<file path="src/logic/tc_wave_consts.svh">
// constants for the timer waveform block: modes, tops, actions
// assumes inclusion by bare name from the package and modules
`ifndef TC_WAVE_CONSTS_SVH
`define TC_WAVE_CONSTS_SVH
`define CNT_W          16
`define CNT_MAX        16'hFFFF
`define CNT_BOTTOM     16'h0000
`define TOP_8BIT       16'h00FF
`define TOP_9BIT       16'h01FF
`define TOP_10BIT      16'h03FF
`define OC_RESET       1'b0
`define CNT_RESET      16'h0000
`define WGM_NORMAL     4'h0
`define WGM_CTC_A      4'h4
`define WGM_FPWM_8     4'h5
`define WGM_FPWM_9     4'h6
`define WGM_FPWM_10    4'h7
`define WGM_CTC_CAP    4'hC
`define WGM_FPWM_CAP   4'hE
`define WGM_FPWM_A     4'hF
`define ACT_NONE       2'h0
`define ACT_TOGGLE     2'h1
`define ACT_CLEAR      2'h2
`define ACT_SET        2'h3
`endif

</file>
<file path="src/logic/tc_wave_pkg.sv">
// types shared by the timer waveform block
// assumes the constants header sits in the include path
`include "tc_wave_consts.svh"
package tc_wave_pkg;
  typedef logic [`CNT_W-1:0] count_t;
  typedef logic [1:0]        action_t;
  // counting class derived from the mode field
  typedef enum logic [1:0] {
    SEQ_NORMAL = 2'b00,
    SEQ_CTC    = 2'b01,
    SEQ_FPWM   = 2'b11,
    SEQ_OTHER  = 2'b10
  } seq_class_t;
endpackage

</file>
<file path="src/logic/compare_output_unit.sv">
// one compare output channel: output state register and pin override
// assumes match, bottom and force events come from the timer core
`timescale 1ns/100ps
`include "tc_wave_consts.svh"
module compare_output_unit
  import tc_wave_pkg::*;
(
  input  wire logic    i_core_clk,
  input  wire logic    i_resetn,
  input  wire logic    i_tick,          // timer clock enable
  input  wire logic    i_is_pwm,
  input  wire action_t i_action,        // output_action_field
  input  wire logic    i_match,         // compare match, already gated
  input  wire logic    i_bottom,        // counter cleared from top
  input  wire logic    i_force,         // force_compare_strobe
  input  wire logic    i_port_data,
  input  wire logic    i_pin_direction, // pin_direction_bit
  output logic         o_state,         // compare_output_state
  output logic         o_pin_out,
  output logic         o_pin_oe_n       // low while pin is driven
);
  logic state_q;
  logic state_d;

  // ----------------------------------------------------------------
  // non-pwm action on a value
  // ----------------------------------------------------------------
  function automatic logic apply_act(input action_t a, input logic s);
    case (a)
      `ACT_TOGGLE: apply_act = ~s;
      `ACT_CLEAR:  apply_act = 1'b0;
      `ACT_SET:    apply_act = 1'b1;
      default:     apply_act = s;
    endcase
  endfunction

  // next output state; action field read live so a new value acts
  // on the first match after it is written
  always_comb begin
    state_d = state_q;
    if (!i_is_pwm) begin
      if (i_force)
        state_d = apply_act(i_action, state_q);
      else if (i_tick && i_match)
        state_d = apply_act(i_action, state_q);  // zero
    end else if (i_tick) begin
      case (i_action)
        `ACT_CLEAR: begin                        // non-inverting
          if (i_match)
            state_d = 1'b0;
          else if (i_bottom)
            state_d = 1'b1;
        end
        `ACT_SET: begin                          // inverting
          if (i_match)
            state_d = 1'b1;
          else if (i_bottom)
            state_d = 1'b0;
        end
        `ACT_TOGGLE: begin
          if (i_match)
            state_d = ~state_q;
        end
        default: state_d = state_q;
      endcase
    end
  end

  // state register, cleared by reset regardless of pin level
  always_ff @(posedge i_core_clk) begin
    if (!i_resetn)
      state_q <= `OC_RESET;
    else
      state_q <= state_d;
  end

  // port override: value source from action, direction from port
  assign o_state    = state_q;
  assign o_pin_out  = (i_action != `ACT_NONE) ? state_q : i_port_data;
  assign o_pin_oe_n = ~i_pin_direction;
endmodule

</file>
<file path="src/logic/timer_compare_waveform.sv">
// timer waveform generation: counter sequence, flags, two channels
// assumes a prescaler tick on i_tick and software strobes of one cycle
// assumes count, compare and capture inputs come from the same clock
// Contract
// - reset clears each compare output state to zero
// - nonzero action field makes output state drive pin value
// - output state reaches pin only while direction is output
// - action field never affects input capture
// - action zero leaves output state unchanged on match
// - new action value acts from first match after write
// - force strobe applies action immediately in non-pwm modes
// - mode field sets counting; action sets output behaviour
// - mode 0 counts up and wraps from max to zero
// - normal mode sets overflow flag when counter becomes zero
// - overflow flag clears when its interrupt is serviced
// - normal mode accepts counter writes at any time
// - modes 4 and 12 clear counter on match with top register
// - ctc top written directly; below count wraps through zero
// - ctc top reached signalled on compare a or capture flag
// - ctc toggle on channel a gives half clock at zero; in mode 12 only when the capture top is zero too
// - ctc sets overflow flag when counter passes max to zero
// - modes 5,6,7,14,15 are single slope fast pwm
// - fast pwm non-inverting clears on match, sets at bottom
// - fast pwm top per mode; counter clears cycle after top
// - fast pwm sets channel compare flag on each match
// - compare registers buffered in pwm, updated at top
// - fast pwm sets overflow flag at top with top flag
// - counter write blocks matches in the next timer cycle
`timescale 1ns/100ps
`include "tc_wave_consts.svh"
module timer_compare_waveform
  import tc_wave_pkg::*;
(
  input  wire logic    i_core_clk,
  input  wire logic    i_resetn,
  input  wire logic    i_tick,          // prescaler timer clock enable
  input  wire logic [3:0] i_waveform_mode_field,
  input  wire action_t i_chan_a_output_action,
  input  wire action_t i_chan_b_output_action,
  input  wire logic    i_count_wr,      // software write of count_value
  input  wire count_t  i_count_wdata,
  input  wire logic    i_cmp_a_wr,      // write compare_reg_a
  input  wire logic    i_cmp_b_wr,
  input  wire count_t  i_cmp_wdata,
  input  wire count_t  i_capture_reg,   // from capture unit, unbuffered
  input  wire logic    i_force_a,       // force_compare_strobe a
  input  wire logic    i_force_b,
  input  wire logic    i_ovf_clr,       // overflow serviced or w1c
  input  wire logic    i_flag_a_clr,
  input  wire logic    i_flag_b_clr,
  input  wire logic    i_port_data_a,
  input  wire logic    i_port_data_b,
  input  wire logic    i_chan_a_pin_direction,
  input  wire logic    i_chan_b_pin_direction,
  output count_t       o_count_value,
  output count_t       o_compare_reg_a,  // active compare value
  output count_t       o_compare_reg_b,
  output logic         o_overflow_flag,
  output logic         o_compare_flag_a,
  output logic         o_compare_flag_b,
  output logic         o_capture_top_flag, // capture_flag set at top
  output logic         o_chan_a_output_state,
  output logic         o_chan_b_output_state,
  output logic         o_pin_a_out,
  output logic         o_pin_a_oe_n,
  output logic         o_pin_b_out,
  output logic         o_pin_b_oe_n
);
  // ----------------------------------------------------------------
  // state
  // ----------------------------------------------------------------
  // registers of the counter, compare values and flags, then the
  // decoded events that drive them
  count_t cnt_q, cnt_d;
  count_t ocr_a_q, ocr_a_d, ocr_b_q, ocr_b_d;
  count_t buf_a_q, buf_a_d, buf_b_q, buf_b_d;
  logic   blk_q, blk_d;
  logic   ovf_q, ovf_d, fa_q, fa_d, fb_q, fb_d, ficap_q, ficap_d;
  seq_class_t seq;
  count_t top;
  logic   is_pwm, at_top, match_a, match_b, bottom_ev;
  logic   top_is_a, top_is_cap;
  logic   adv;                 // tick not overridden by a count write

  // ----------------------------------------------------------------
  // mode decode; action fields play no part here
  // ----------------------------------------------------------------
  // unlisted modes count like pwm to the maximum with buffered compares
  function automatic seq_class_t mode_class(input logic [3:0] m);
    case (m)
      `WGM_NORMAL:                          mode_class = SEQ_NORMAL;
      `WGM_CTC_A, `WGM_CTC_CAP:             mode_class = SEQ_CTC;
      `WGM_FPWM_8, `WGM_FPWM_9, `WGM_FPWM_10,
      `WGM_FPWM_CAP, `WGM_FPWM_A:           mode_class = SEQ_FPWM;
      default:                              mode_class = SEQ_OTHER;
    endcase
  endfunction

  // equality of the count with one compare value, dropped while blocked
  function automatic logic hit_of(input count_t c, input count_t r,
                                  input logic blk);
    hit_of = (c == r) && !blk;
  endfunction

  // top value selected by mode; software keeps a register top at three
  // or more, lower tops are not guarded here
  always_comb begin
    seq        = mode_class(i_waveform_mode_field);
    is_pwm     = (seq == SEQ_FPWM) || (seq == SEQ_OTHER);
    top_is_a   = 1'b0;
    top_is_cap = 1'b0;
    case (i_waveform_mode_field)
      // fixed tops of the 8, 9 and 10 bit fast pwm modes
      `WGM_FPWM_8:  top = `TOP_8BIT;
      `WGM_FPWM_9:  top = `TOP_9BIT;
      `WGM_FPWM_10: top = `TOP_10BIT;
      `WGM_CTC_A, `WGM_FPWM_A: begin
        top      = ocr_a_q;
        top_is_a = 1'b1;
      end
      `WGM_CTC_CAP, `WGM_FPWM_CAP: begin
        // unbuffered: a top written below the count is missed until
        // the counter wraps through zero
        top        = i_capture_reg;                 // direct
        top_is_cap = 1'b1;
      end
      default: top = `CNT_MAX;
    endcase
  end

  // match detection, blocked the timer cycle after a counter write;
  // a write in the same cycle wins over the tick, so its events drop
  always_comb begin
    adv       = i_tick && !i_count_wr;
    match_a   = hit_of(cnt_q, ocr_a_q, blk_q || i_count_wr);
    match_b   = hit_of(cnt_q, ocr_b_q, blk_q || i_count_wr);
    at_top    = (seq != SEQ_NORMAL) && hit_of(cnt_q, top, blk_q);
    bottom_ev = adv && at_top && (seq == SEQ_FPWM);
  end

  // ----------------------------------------------------------------
  // counter and write blocking
  // ----------------------------------------------------------------
  // a write wins over a tick in the same cycle; writing the count equal
  // to a variable top loses that top, so the count runs on to maximum
  always_comb begin
    cnt_d = cnt_q;
    blk_d = blk_q;
    // the block lasts until the next tick, even while the timer stops
    if (i_tick)
      blk_d = 1'b0;
    if (i_count_wr) begin
      cnt_d = i_count_wdata;                        // any time
      blk_d = 1'b1;
    end else if (i_tick) begin
      if (at_top)
        cnt_d = `CNT_BOTTOM;
      else
        cnt_d = cnt_q + 16'h0001;                   // wraps
    end
  end

  // counter and block registers
  always_ff @(posedge i_core_clk) begin
    if (!i_resetn) begin
      cnt_q <= `CNT_RESET;
      blk_q <= 1'b0;
    end else begin
      cnt_q <= cnt_d;
      blk_q <= blk_d;
    end
  end

  // ----------------------------------------------------------------
  // compare registers: direct in non-pwm, buffered to top in pwm
  // ----------------------------------------------------------------
  // writes land in the buffer at all times; the active value takes the
  // write directly in non-pwm modes and the buffer at top in pwm modes
  always_comb begin
    ocr_a_d = ocr_a_q;
    ocr_b_d = ocr_b_q;
    buf_a_d = i_cmp_a_wr ? i_cmp_wdata : buf_a_q;
    buf_b_d = i_cmp_b_wr ? i_cmp_wdata : buf_b_q;
    if (!is_pwm) begin
      if (i_cmp_a_wr)
        ocr_a_d = i_cmp_wdata;
      if (i_cmp_b_wr)
        ocr_b_d = i_cmp_wdata;
    end else if (adv && at_top) begin
      // same cycle as the counter clears and, in fast pwm modes only, the overflow flag sets
      ocr_a_d = buf_a_q;
      ocr_b_d = buf_b_q;
    end
  end

  // active and buffer compare registers
  always_ff @(posedge i_core_clk) begin
    if (!i_resetn) begin
      ocr_a_q <= `CNT_RESET;
      ocr_b_q <= `CNT_RESET;
      buf_a_q <= `CNT_RESET;
      buf_b_q <= `CNT_RESET;
    end else begin
      ocr_a_q <= ocr_a_d;
      ocr_b_q <= ocr_b_d;
      buf_a_q <= buf_a_d;
      buf_b_q <= buf_b_d;
    end
  end

  // ----------------------------------------------------------------
  // flags: set wins over clear
  // ----------------------------------------------------------------
  // each flag is a sticky level: its clear pulse drops it at the next
  // edge unless its event lands in the same cycle
  always_comb begin
    ovf_d   = ovf_q   && !i_ovf_clr;
    fa_d    = fa_q    && !i_flag_a_clr;
    fb_d    = fb_q    && !i_flag_b_clr;
    // the capture top flag shares the channel a clear pulse
    ficap_d = ficap_q && !i_flag_a_clr;
    if (adv) begin
      // fast pwm overflow at top with the top flag; otherwise as the
      // count passes maximum to zero other than by clearing at top, like a seventeenth
      // count bit, so in unlisted modes, whose top is the maximum, only after the count is written to maximum
      if (seq == SEQ_FPWM && at_top)
        ovf_d = 1'b1;
      else if (seq != SEQ_FPWM && cnt_q == `CNT_MAX && !at_top)
        ovf_d = 1'b1;
      if (match_a)
        fa_d = 1'b1;
      if (match_b)
        fb_d = 1'b1;
      if (at_top && top_is_cap)
        ficap_d = 1'b1;
    end
  end

  // flag registers
  always_ff @(posedge i_core_clk) begin
    if (!i_resetn) begin
      ovf_q   <= 1'b0;
      fa_q    <= 1'b0;
      fb_q    <= 1'b0;
      ficap_q <= 1'b0;
    end else begin
      ovf_q   <= ovf_d;
      fa_q    <= fa_d;
      fb_q    <= fb_d;
      ficap_q <= ficap_d;
    end
  end

  // registered state straight to the ports
  assign o_count_value      = cnt_q;
  assign o_compare_reg_a    = ocr_a_q;
  assign o_compare_reg_b    = ocr_b_q;
  assign o_overflow_flag    = ovf_q;
  assign o_compare_flag_a   = fa_q;
  assign o_compare_flag_b   = fb_q;
  assign o_capture_top_flag = ficap_q;

  // ----------------------------------------------------------------
  // output channels; capture path untouched by action fields
  // ----------------------------------------------------------------
  // both channels share the counter, the top and the bottom event; only
  // compare value, action, force strobe and pin differ. channel a toggle in mode 4 gives
  // half the timer clock with compare zero
  compare_output_unit u_chan_a (                    // toggle
    .i_core_clk      (i_core_clk),
    .i_resetn        (i_resetn),
    .i_tick          (i_tick),
    .i_is_pwm        (is_pwm),
    .i_action        (i_chan_a_output_action),
    .i_match         (match_a),
    .i_bottom        (bottom_ev),
    .i_force         (i_force_a),
    .i_port_data     (i_port_data_a),
    .i_pin_direction (i_chan_a_pin_direction),
    .o_state         (o_chan_a_output_state),
    .o_pin_out       (o_pin_a_out),
    .o_pin_oe_n      (o_pin_a_oe_n)
  );

  // channel b plays no part in setting top
  compare_output_unit u_chan_b (
    .i_core_clk      (i_core_clk),
    .i_resetn        (i_resetn),
    .i_tick          (i_tick),
    .i_is_pwm        (is_pwm),
    .i_action        (i_chan_b_output_action),
    .i_match         (match_b),
    .i_bottom        (bottom_ev),
    .i_force         (i_force_b),
    .i_port_data     (i_port_data_b),
    .i_pin_direction (i_chan_b_pin_direction),
    .o_state         (o_chan_b_output_state),
    .o_pin_out       (o_pin_b_out),
    .o_pin_oe_n      (o_pin_b_oe_n)
  );
endmodule
</file>
<file path="config.mk">
export PLATFORM = sky130hd
export DESIGN_NAME = timer_compare_waveform
export DESIGN_NICKNAME = d
export VERILOG_FILES = /design/src/logic/tc_wave_pkg.sv /design/src/logic/compare_output_unit.sv /design/src/logic/timer_compare_waveform.sv
export VERILOG_INCLUDE_DIRS = /design/src /design/src/logic
export SDC_FILE = /design/constraint.sdc
export NUM_CORES = 1
export LEC_CHECK = 0
export ABC_CLOCK_PERIOD_IN_PS = 3400
export BUFFER_PORTS_ARGS = -buffer_cell sky130_fd_sc_hd__buf_2
export CAP_MARGIN = 15
export CORE_ASPECT_RATIO = 0.5
export CORE_MARGIN = 8
export CORE_UTILIZATION = 31
export DETAILED_ROUTE_END_ITERATION = 10
export PLACE_DENSITY = 0.56
export SYNTH_ARGS = -nofsm -noshare
export SYNTH_HDL_FRONTEND = slang
export SYNTH_HIERARCHICAL = 1
export SYNTH_SLANG_ARGS = --single-unit
</file>
<file path="constraint.sdc">
create_clock -name i_core_clk -period 3.4 [get_ports i_core_clk]
set_input_delay 0.34 -clock i_core_clk [delete_from_list [all_inputs] [get_ports i_core_clk]]
set_output_delay 0.34 -clock i_core_clk [all_outputs]
set_load 0.005 [all_outputs]
</file>
======== Yosys cells after proc, flatten, opt, wreduce, memory -nomap -nowiden ========
Memories as Yosys holds them, arrays and structs flattened.
Cells that the tools add are included.
word-level totals
  bits in registers ....................... 87
  memory bits (read-only) ................. 32
  input bits .............................. 71
  output and inout bits ................... 58
  word-level logic and storage cells ...... 132
  memories kept ........................... 1
memory list
  name             words  width  rd ports  clocked after Yosys merged registers in  write ports  RTL line                      source
  (no name shown)  16     2      1         0                                        0            timer_compare_waveform.sv:90  case (m)
operators by class
  add/subtract/negate cells ............... 1
  eq/ne operators ......................... 30
  multiplexer cells ....................... 44
  bitwise gates (word level) .............. 4
  reductions and logical operators ........ 40
operator list
  cell                   number
  $mux 16                9
  $pmux 16 s5            1
  $eq 16x16->1           3
  $mux 1                 30
  $logic_and 1x1->1      17
  $add 16x1->16 const B  1
  $eq 16x16->1 const B   1
  $eq 4x3->1 const B     4
  $eq 2x2->1 const B     6
  $eq 4x4->1 const B     3
  $ne 4x4->1 const B     3
  $pmux 1 s3             4
  $reduce_and 6->1       2
  $reduce_bool 2->1      6
  $ne 4x3->1 const B     2
  $logic_not 1->1        7
  $ne 2x2->1 const B     3
  $reduce_bool 3->1      2
  $eq 2x1->1 const B     2
  $ne 4x1->1 const B     1
  $not 1->1              4
  $reduce_and 2->1       2
  $reduce_or 2->1        2
  $ne 3x2->1 const B     1
  other kinds (2)        3

======== Longest topological paths before layout ========
Gate-level depths: netlist of run 1.
  word-level depth ........................ 13
  mapped depth ............................ 14
  mapped depth without buffers ............ 11

======== By module ========
The synthesis of run 1 kept the hierarchy.
modules (own cells, without submodules)
  module                  times used  cells each  area each (um^2)  sequential area each (um^2)
  timer_compare_waveform  1           615         4997.3            1701.6
  compare_output_unit     2           15          120.1             20.0

======== Worst setup path before layout of run 1 ========
OpenSTA, ideal clock, no wires.
  kind .................................... input to register
  start point ............................. in i_waveform_mode_field[1]
  end point ............................... reg u_chan_a.state_q, in the netlist u_chan_a/o_state
  setup time .............................. 0.120 ns
  arrival time ............................ 2.936 ns
  required time ........................... 3.280 ns
  slack ................................... 0.345 ns
  cell stages on the path ................. 12
  path buffers ............................ 1
  path through ............................ buf_6 -> or4_1 -> o211ai_2 -> nor2_1 -> or4_4 -> nor3_4 -> nand4_4 -> nor3_1 -> and4_1 -> a221oi_2 -> o21a_1 -> o31a_1
on the way
  word-level cells in the longest chain between the ends .. 10
ends and longest elaborated chain
  what                                      RTL line                       source
  from (decl)                               timer_compare_waveform.sv:37   input wire logic [3:0] i_waveform_mode_field,
  $eq 4x4->1, or another cell as far along  timer_compare_waveform.sv:112  case (i_waveform_mode_field)
  $reduce_or 2->1 (on tied branches)        -
  $pmux 16 s5                               timer_compare_waveform.sv:112
  $eq 16x16->1                              timer_compare_waveform.sv:102  hit_of = (c == r) && !blk;
  $logic_and 1x1->1                         timer_compare_waveform.sv:102
  $logic_and 1x1->1                         timer_compare_waveform.sv:137  at_top = (seq != SEQ_NORMAL) && hit_of(cnt_q, top, blk_q);
  $logic_and 1x1->1                         timer_compare_waveform.sv:138  bottom_ev = adv && at_top && (seq == SEQ_FPWM);
  $logic_and 1x1->1 (*)                     timer_compare_waveform.sv:138
  named net bottom_ev                       timer_compare_waveform.sv:81   logic is_pwm, at_top, match_a, match_b, bottom_ev;
  $ne 4x4->1 (no source line)               -
  $reduce_and 6->1 (no source line) (*)     -
  to (signal assigned)                      compare_output_unit.sv:72      state_q <= `OC_RESET;
  to (signal assigned)                      compare_output_unit.sv:74      state_q <= state_d;
  to (decl)                                 compare_output_unit.sv:22      logic state_q;
The timed path passes the listed nets; every way through them passes the cells marked *.
A chain may end at the register's enable or synchronous reset.

======== Final worst setup path of run 1 ========
  start point ............................. reg ocr_a_q[3], in the netlist o_compare_reg_a[3]
  end point ............................... reg u_chan_b.state_q, in the netlist u_chan_b/o_state
on the way
  word-level cells in the longest chain between the ends .. 8
ends and longest elaborated chain
  what                                   RTL line                       source
  from (decl)                            timer_compare_waveform.sv:75   count_t ocr_a_q, ocr_a_d, ocr_b_q, ocr_b_d;
  from (signal assigned)                 timer_compare_waveform.sv:199  ocr_a_q <= `CNT_RESET;
  from (signal assigned)                 timer_compare_waveform.sv:204  ocr_a_q <= ocr_a_d;
  $pmux 16 s5 (*)                        timer_compare_waveform.sv:112
  $eq 16x16->1 (*)                       timer_compare_waveform.sv:102
  $logic_and 1x1->1 (*)                  timer_compare_waveform.sv:102
  $logic_and 1x1->1 (*)                  timer_compare_waveform.sv:137
  $logic_and 1x1->1 (*) (2 in series)    timer_compare_waveform.sv:138
  named net bottom_ev                    timer_compare_waveform.sv:81
  $ne 4x3->1 (no source line)            -
  $reduce_and 6->1 (no source line) (*)  -
  to (signal assigned)                   compare_output_unit.sv:72
  to (signal assigned)                   compare_output_unit.sv:74
  to (decl)                              compare_output_unit.sv:22
Marked as above.

==> results_dict.tcl, run 1 <==
set metrics [dict create \
    status "complete, no violations" \
    place_hpwl_um 14150 \
    gp_congestion 0.8649 \
    netlist_instances 645 \
    crit_type "flip-flop to flip-flop" \
    grt_pass1_wl_um 28860 \
    synth_edf_count 0 \
    die_y_um 107.9 \
    tns_ps 0 \
    yosysSeqAreaShare 0.3325 \
    p_leak_uw 0.002862 \
    synthFlopType "dfxtp_1" \
    cts_resized 0 \
    htreeDepth 3 \
    slew_headroom 0.5499 \
    multi_input_area_um2 3148 \
    io_pins 129 \
    end_kind "flip-flop" \
    finalClockSkew_ps 10.71 \
    grt_pass1_vias 5087 \
    dp_cells 985 \
    grt_overflow 0 \
    cp.required_ps 3630 \
    vias 5156 \
    nets 841 \
    ys_types 67 \
    num_rows 33 \
    fillers 1699 \
    wl_per_cell_um 18.44 \
    avgSynthCellArea_um2 8.120 \
    yosysWarnings 6 \
    timing.final.crit_period_ps 3161 \
    syn_area_um2 5238 \
    numClockSinks 87 \
    fin_crit_sh 0.9297 \
    cts-buffers-inserted 9 \
    cp_max_fo 3 \
    grt_usage 0.1703 \
    ir_worst_vdd_v 0.0002083 \
    die_area_um2 21560 \
    finalMaxSlewViolations 0 \
    wl_um 18460 \
    ant_nets 0 \
    drc 0 \
    drv_cap 0 \
    rsz0062_at_grt "no" \
    ff_latch_area_um2 1742 \
    clkTransAtPathRegs_ps 70 \
    cts_tree "done" \
    areaGrowthSynthToFinish_pct 24.53 \
    via_per_inst 5.151 \
    grt_max_degree 80 \
    finalHoldViolations 0 \
    tightestPinTransition_ps 675.2 \
    setup_viol 0 \
    postCtsHoldBufs 0 \
    drive_above_1_share 0.2636 \
    p_per_area_nw_per_um2 408.8 \
    async_flop_share 0 \
    ys_ff_latch 87 \
    io_buffers 128 \
    antenna_cells 0 \
    synth_fp_nets 717 \
    die_x_um 199.8 \
    first_pass_iters 5 \
    post_cts_buffers 0 \
    cp-start-kind "flip-flop" \
    crit_arrival_ps 3390 \
    clk_latency_ps 340 \
    core_um2 16470 \
    clock.fmax_mhz 316.4 \
    initial_utilization 0.3179 \
    clk_path_buf_depth 2 \
    hold_path_class "input port to flip-flop" \
    finalNonFillerCells 1001 \
    antenna_found_initial 0 \
    cts_root_buffer "clkbuf_16" \
    drt-initial-drc-count 278 \
]
[critical path, stage by stage (launching register included)]
cell and delay [ps]:
dfxtp_1 340, or4_1 540, o211ai_2 100, nor2_1 60
or4_4 570, nor3_4 220, nand4_4 120, nor3_1 340
and4_1 270, a221oi_2 50, o21a_1 190, o31a_1 260
[registers in the layout (all words and copies together) (netlist names)]
| name | cells |
|---|---|
| o_capture_top_flag | 1 |
| buf_b_q | 16 |
| o_compare_reg_a | 16 |
| o_count_value | 16 |
| buf_a_q | 16 |
| o_compare_flag_a | 1 |
| blk_q | 1 |
| u_chan_b/o_state | 1 |
| u_chan_a/o_state | 1 |
| o_overflow_flag | 1 |
| o_compare_reg_b | 16 |
| o_compare_flag_b | 1 |
[routing by layer]
| metal | GRT usage | part of all wire | up-vias |
|---|---|---|---|
| li1 | - | - | 2588 |
| met3 | 0.03339 | 0.049 | 27 |
| met1 | 0.2333 | 0.48 | 2422 |
| met5 | 0 | 0 | - |
| met2 | 0.2695 | 0.45 | 119 |
| met4 | 0.04856 | 0.017 | 0 |
[cells in the mapped netlist, drive strengths merged (3+ instances only)]
cell type,number,share of area
o21a,4,0.0057
or2,3,0.0036
a21oi,15,0.015
a211oi,5,0.0091
xnor2,4,0.0067
nor3,23,0.026
or3b,3,0.0050
nand2,70,0.050
inv,24,0.017
and4,7,0.012
o31ai,3,0.0096
nand3,9,0.0096
buf,17,0.023
nor4,15,0.018
nor3b,7,0.010
xor2,34,0.057
o21ai,63,0.060
nor2,19,0.014
a221oi,6,0.012
nand2b,7,0.0084
nor2b,46,0.055
nand4,5,0.0088
clkbuf,36,0.026
a21boi,4,0.0057
mux2i,32,0.061
or4,6,0.010
and3,10,0.012
dfxtp,87,0.33
a31oi,37,0.044
o211ai,4,0.0067
o311ai,10,0.017
[cell families (layout without fill, tap and decap cells)]
family | after synthesis | count (layout) | synth area share
AOI/OAI and AO/OA | 169 | 169 | 0.2152
xor gates and xnor gates | 38 | 38 | 0.06355
DFF | 87 | 87 | 0.3325
muxes | 34 | 34 | 0.06546
and+or+nand+nor | 238 | 238 | 0.2537
buffers and inverters | 78 | 207 | 0.06713
adders and majority gates | 1 | 1 | 0.002389
[power breakdown]
group | internal (µW) | switching (µW)
clock | 583 | 457
combinational | 214 | 279
sequential | 1070 | 58.6
[area by class of cell]
class,count,share of cell area
Clock buffer,10,0.03510
Clock inverter,6,0.01151
Inverter,25,0.01439
Multi-Input combinational cell,480,0.4826
Sequential cell,87,0.2670
Tap cell,227,0.04354
Timing Repair Buffer,166,0.1458
[worst paths after layout]
path                            cells after the start               start                  to  slack (ps)
worst min-delay path                                3    i_count_wdata[8]    o_count_value[8]         200
worst min register to register                      2          buf_b_q[8]  o_compare_reg_b[8]         470
worst max-delay path                               11  o_compare_reg_a[3]    u_chan_b/o_state         240
worst max register to register                     11  o_compare_reg_a[3]    u_chan_b/o_state         240
[metrics by stage]
stage / utilization / hold slack, ps / total power (µW) / worst slack (ps) / cell area (µm²)
5_1_grt: 0.3959 / 215.0 / 2779 / 132.3 / 6523
6_report: 0.3959 / 202.9 / 2666 / 239.0 / 6523
3_3_place_gp: 0.3775 / 460.4 / 1644 / 115.1 / 6218
4_1_cts: 0.3959 / 197.4 / 2688 / 231.8 / 6523
3_5_place_dp: 0.3775 / 462.9 / 1648 / 23.89 / 6218
2_1_floorplan: - / 448.5 / 1439 / 344.5 / 5238
[cells in the final DEF (no fill, tap or decap), types with 8 or more instances in the layout]
master,Yosys,final
a31oi_1,37,37
nor3_1,20,20
nor4_1,15,15
o21ai_0,33,33
mux2i_1,32,32
clkbuf_16,0,9
buf_2,8,128
nor2b_1,46,46
dfxtp_1,87,87
and3_1,10,10
buf_4,3,36
xor2_1,34,34
nand3_1,8,8
a21oi_1,14,14
inv_1,24,24
o311ai_0,10,10
nand2_1,70,70
o21ai_1,30,30
nor2_1,19,19
Power figures use the tool's default switching activity.
==> inputs of run 2 (changes only) <==
- PLACE_DENSITY: 0.56 -> 0.48
==> run 2 against run 1 <==
Net effect:
- via count about the same
- total power up 3.0%
- hold slack worse by 5.7 ps
==> results_dict.tcl, run 2 (synthesized netlist as in run 1, its figures left out) <==
set metrics [dict create \
    p_leak_uw 0.002857 \
    tightestPinTransition_ps 622.7 \
    grt_pass1_wl_um 28920 \
    cp_max_fo 9 \
    cts_tree "done" \
    cp-start-kind "flip-flop" \
    crit_family "simple AND/OR/NAND/NOR gates" \
    antenna_found_initial 0 \
    cts-buffers-inserted 9 \
    hold_ws_ps 197.1 \
    areaGrowthSynthToFinish_pct 24.53 \
    hold_path_end "o_count_value[5]" \
    core_um2 16470 \
    drive_above_1_share 0.2607 \
    num_rows 33 \
    grt_max_degree 66 \
    setup_viol 0 \
    ant_nets 0 \
    final_cell_mix "buf_2, dfxtp_1, nand2_1" \
    gp_congestion 0.8829 \
    finalMaxSlewViolations 0 \
    clock.fmax_mhz 320.3 \
    cp.required_ps 3630 \
    hp-start "i_count_wdata[5]" \
    cts_root_buffer "clkbuf_16" \
    timing.final.crit_period_ps 3122 \
    nets 838 \
    end_kind "flip-flop" \
    numClockSinks 87 \
    htreeDepth 3 \
    crit_type "flip-flop to flip-flop" \
    cp_slowest_cell "dfxtp_1" \
    slowest_delay_ps 630 \
    die_y_um 107.9 \
    whs_path_depth 3 \
    grt_usage 0.1728 \
    crit_buf_inv 0 \
    clk_latency_ps 350 \
    crit_arrival_ps 3350 \
    timing.rr.start "o_count_value[5]" \
    cts_resized 0 \
    dp_worst_setup_slack_ps 91.90 \
    io_buffers 128 \
    grt_pass1_vias 4959 \
    rsz0062_at_grt "no" \
    worst_slack_ps 277.6 \
    rrSetupSlack_ps 280 \
    status "complete, no violations" \
    vias 5159 \
    slew_headroom 0.5849 \
    place_hpwl_um 14370 \
    finalClockSkew_ps 11.95 \
    io_pins 129 \
    p_per_area_nw_per_um2 421.0 \
    die_area_um2 21560 \
    clkTransAtPathRegs_ps 70 \
    postCtsHoldBufs 0 \
    post_cts_buffers 0 \
    initial_utilization 0.3179 \
    reg2reg_depth 11 \
    drv_cap 0 \
    die_x_um 199.8 \
    grt_overflow 0 \
    fin_crit_sh 0.9184 \
    mostFrequentLayoutCell "buf_2" \
    wl_um 19170 \
    hold_path_class "input port to flip-flop" \
    antenna_cells 0 \
    first_pass_iters 7 \
    worstPathCellList "nand4_1, nor2_1, a31oi_1, or4_4, nor3_2, nand4_4, nor3_1, and4_1, a221oi_2, o21a_1, o31a_1" \
    wl_per_cell_um 19.20 \
    finalHoldViolations 0 \
    drc 0 \
    ir_worst_vdd_v 0.0002108 \
    clk_path_buf_depth 2 \
    worstReg2RegEnd "u_chan_b/o_state" \
    drt-initial-drc-count 322 \
    via_per_inst 5.169 \
    tns_ps 0 \
]
run 2: changes by cell type in the layout (fill, tap and decap cells not counted), sizes merged:
cell / before / now
buf: 166 / 163
clkinvlp: 1 / 0
bufinv: 1 / 2
run 2: routing by layer:
layer,global-route usage,up-vias,routed length [µm]
li1,-,2584,-
met1,0.2429,2429,9554
met2,0.2700,124,8458
met3,0.03245,22,938
met4,0.04125,0,214
met5,0,-,0
run 2: cell type report:
cell class,count,area (µm²)
multi-input cells,480,3148
flip-flops and latches,87,1742
inverters,25,93.84
fillers,1746,9952
well taps,227,284.0
clock buffers,10,229.0
repair buffers,163,928.4
clock inverters,6,97.59
run 2: worst max path at each step:
| stage | startpoint | end | cells after the start |
|---|---|---|---|
| 2_1_floorplan | i_waveform_mode_field[1] | u_chan_a/o_state | 12 |
| 3_3_place_gp | i_waveform_mode_field[0] | u_chan_a/o_state | 12 |
| 3_5_place_dp | i_waveform_mode_field[0] | u_chan_b/o_state | 13 |
| 4_1_cts | o_compare_reg_a[3] | u_chan_b/o_state | 11 |
| 5_1_grt | o_count_value[5] | u_chan_b/o_state | 11 |
| 6_report | o_count_value[5] | u_chan_b/o_state | 11 |
run 2: power by group:
part | total (µW) | switching (µW) | internal, µW | leakage, µW
registers | 1140 | 61.3 | 1070 | 0.000715
clock network | 1120 | 461 | 657 | 0.000160
logic | 492 | 279 | 213 | 0.00198
run 2: tightest hold or removal path, stage by stage:
cell and delay, ps:
buf_2 70, nand2_1 30, o311ai_0 60
run 2: per-stage QoR:
step,instance area (µm²),total power [µW],cells,utilization
floorplan,5238,1439,645,-
global placement,6196,1646,982,0.3761
detailed placement,6196,1648,982,0.3761
CTS,6523,2775,998,0.3959
global route,6523,2866,998,0.3959
finish,6523,2746,998,0.3959
==> inputs of run 3 (changes only) <==
- CTS_BUF_LIST: default -> sky130_fd_sc_hd__clkbuf_16
==> run 3 against run 2 <==
Net effect:
- clock power about the same
- cell area unchanged
- critical path depth unchanged
- sequential share of layout area unchanged
- highest routed layer unchanged
==> results_dict.tcl, run 3 (synthesized netlist as in run 1, its figures left out) <==
set metrics [dict create \
    tightestPinTransition_ps 622.7 \
    final_core_util 0.3959 \
    fillers 1746 \
    power_switching_share 0.2925 \
    slew_headroom 0.5849 \
    drive_above_1_share 0.2607 \
    seqPwrFrac 0.414 \
    postCtsHoldBufs 0 \
    wl_per_cell_um 19.17 \
    clock.fmax_mhz 318.9 \
    wl_um 19140 \
    vias 5166 \
    dp_worst_setup_slack_ps 91.90 \
    timing.rr.start "o_count_value[5]" \
    htreeDepth 3 \
    p_leak_uw 0.002862 \
    grt_pass1_vias 4959 \
    whs_path_depth 3 \
    drt-initial-drc-count 325 \
    rsz0062_at_grt "no" \
    areaGrowthSynthToFinish_pct 24.53 \
    final_cell_mix "buf_2, dfxtp_1, nand2_1" \
    grt_pass1_wl_um 28920 \
    worst_slack_ps 264.3 \
    hp-start "i_count_wdata[5]" \
    hold_ws_ps 197.1 \
    place_hpwl_um 14370 \
    hold_path_end "o_count_value[5]" \
    ir_worst_vdd_v 0.0002107 \
    drc 0 \
    worstReg2RegEnd "u_chan_b/o_state" \
    antenna_cells 0 \
    cp.required_ps 3630 \
    grt_usage 0.1728 \
    first_pass_iters 5 \
    post_cts_buffers 0 \
    timing.final.crit_period_ps 3136 \
    io_pins 129 \
    drv_cap 0 \
    p_sw_uw 802.5 \
    num_rows 33 \
    status "complete, no violations" \
    nets 838 \
    cp-start-kind "flip-flop" \
    initial_utilization 0.3179 \
    die_area_um2 21560 \
    clk_latency_ps 350 \
    p_per_area_nw_per_um2 420.6 \
    setup_viol 0 \
    cts_resized 0 \
    cts-buffers-inserted 9 \
    clk_path_buf_depth 2 \
    ant_nets 0 \
    core_um2 16470 \
    gp_congestion 0.8829 \
    crit_arrival_ps 3370 \
    numClockSinks 87 \
    p_int_uw 1941 \
    hold_path_class "input port to flip-flop" \
    cts_tree "done" \
    grt_max_degree 66 \
    grt_overflow 0 \
    clock_power_share 0.407 \
    clkTransAtPathRegs_ps 70 \
    combPwrFrac 0.179 \
    crit_type "flip-flop to flip-flop" \
    die_y_um 107.9 \
    total_power_uw 2744 \
    die_x_um 199.8 \
    io_buffers 128 \
    reg2reg_depth 11 \
    cp_max_fo 9 \
    end_kind "flip-flop" \
    cts_root_buffer "clkbuf_16" \
    rrSetupSlack_ps 260 \
    fin_crit_sh 0.9223 \
    antenna_found_initial 0 \
    finalMaxSlewViolations 0 \
    mostFrequentLayoutCell "buf_2" \
    tns_ps 0 \
    finalHoldViolations 0 \
    finalClockSkew_ps 12.41 \
    via_per_inst 5.176 \
]
[run 3: cell count changes in the layout (fill, tap and decap cells not counted), sizes merged]
cell    delta
inv        +1
clkbuf     -1
[run 3: worst max-delay path by stage]
stage / slack (ps) / end / from
3_3_place_gp: 120 / u_chan_a/o_state / i_waveform_mode_field[0]
3_5_place_dp: 90 / u_chan_b/o_state / i_waveform_mode_field[0]
6_report: 260 / u_chan_b/o_state / o_count_value[5]
5_1_grt: 120 / u_chan_b/o_state / o_count_value[5]
2_1_floorplan: 340 / u_chan_a/o_state / i_waveform_mode_field[1]
4_1_cts: 320 / u_chan_b/o_state / o_compare_reg_a[3]
[run 3: layer usage]
layer / routed length [µm] / global-route usage
met1: 9515 / 0.2429
met3: 970 / 0.03245
met4: 199 / 0.04125
met5: 0 / 0
met2: 8449 / 0.2700
[run 3: through the flow]
step	instance area [µm²]	std cells
2_1_floorplan	5238	645
3_3_place_gp	6196	982
3_5_place_dp	6196	982
4_1_cts	6523	998
5_1_grt	6523	998
6_report	6523	998
[run 3: worst max-delay path, stage by stage, from the launching register on]
cell and delay, ps:
dfxtp_1 640, nand4_1 260, nor2_1 140, a31oi_1 90, or4_4 510, nor3_2 180
nand4_4 110, nor3_1 330, and4_1 270, a221oi_2 50, o21a_1 180, o31a_1 260
[run 3: final cells by class]
cell class                      count  area, µm²  area share
Multi-Input combinational cell    480       3148      0.4826
Sequential cell                    87       1742      0.2670
Timing Repair Buffer              163      928.4      0.1423
Tap cell                          227      284.0     0.04354
Clock buffer                        9      225.2     0.03453
Clock inverter                      7      101.3     0.01554
Inverter                           25      93.84     0.01439
[run 3: power groups by stage]
stage	Sequential, µW	Clock [µW]	Combinational [µW]
after detailed placement	1160	0	490
final	1140	1120	491
after floorplan	1130	0	305
after global routing	1140	1180	540
after CTS	1130	1150	492
after global placement	1160	0	489
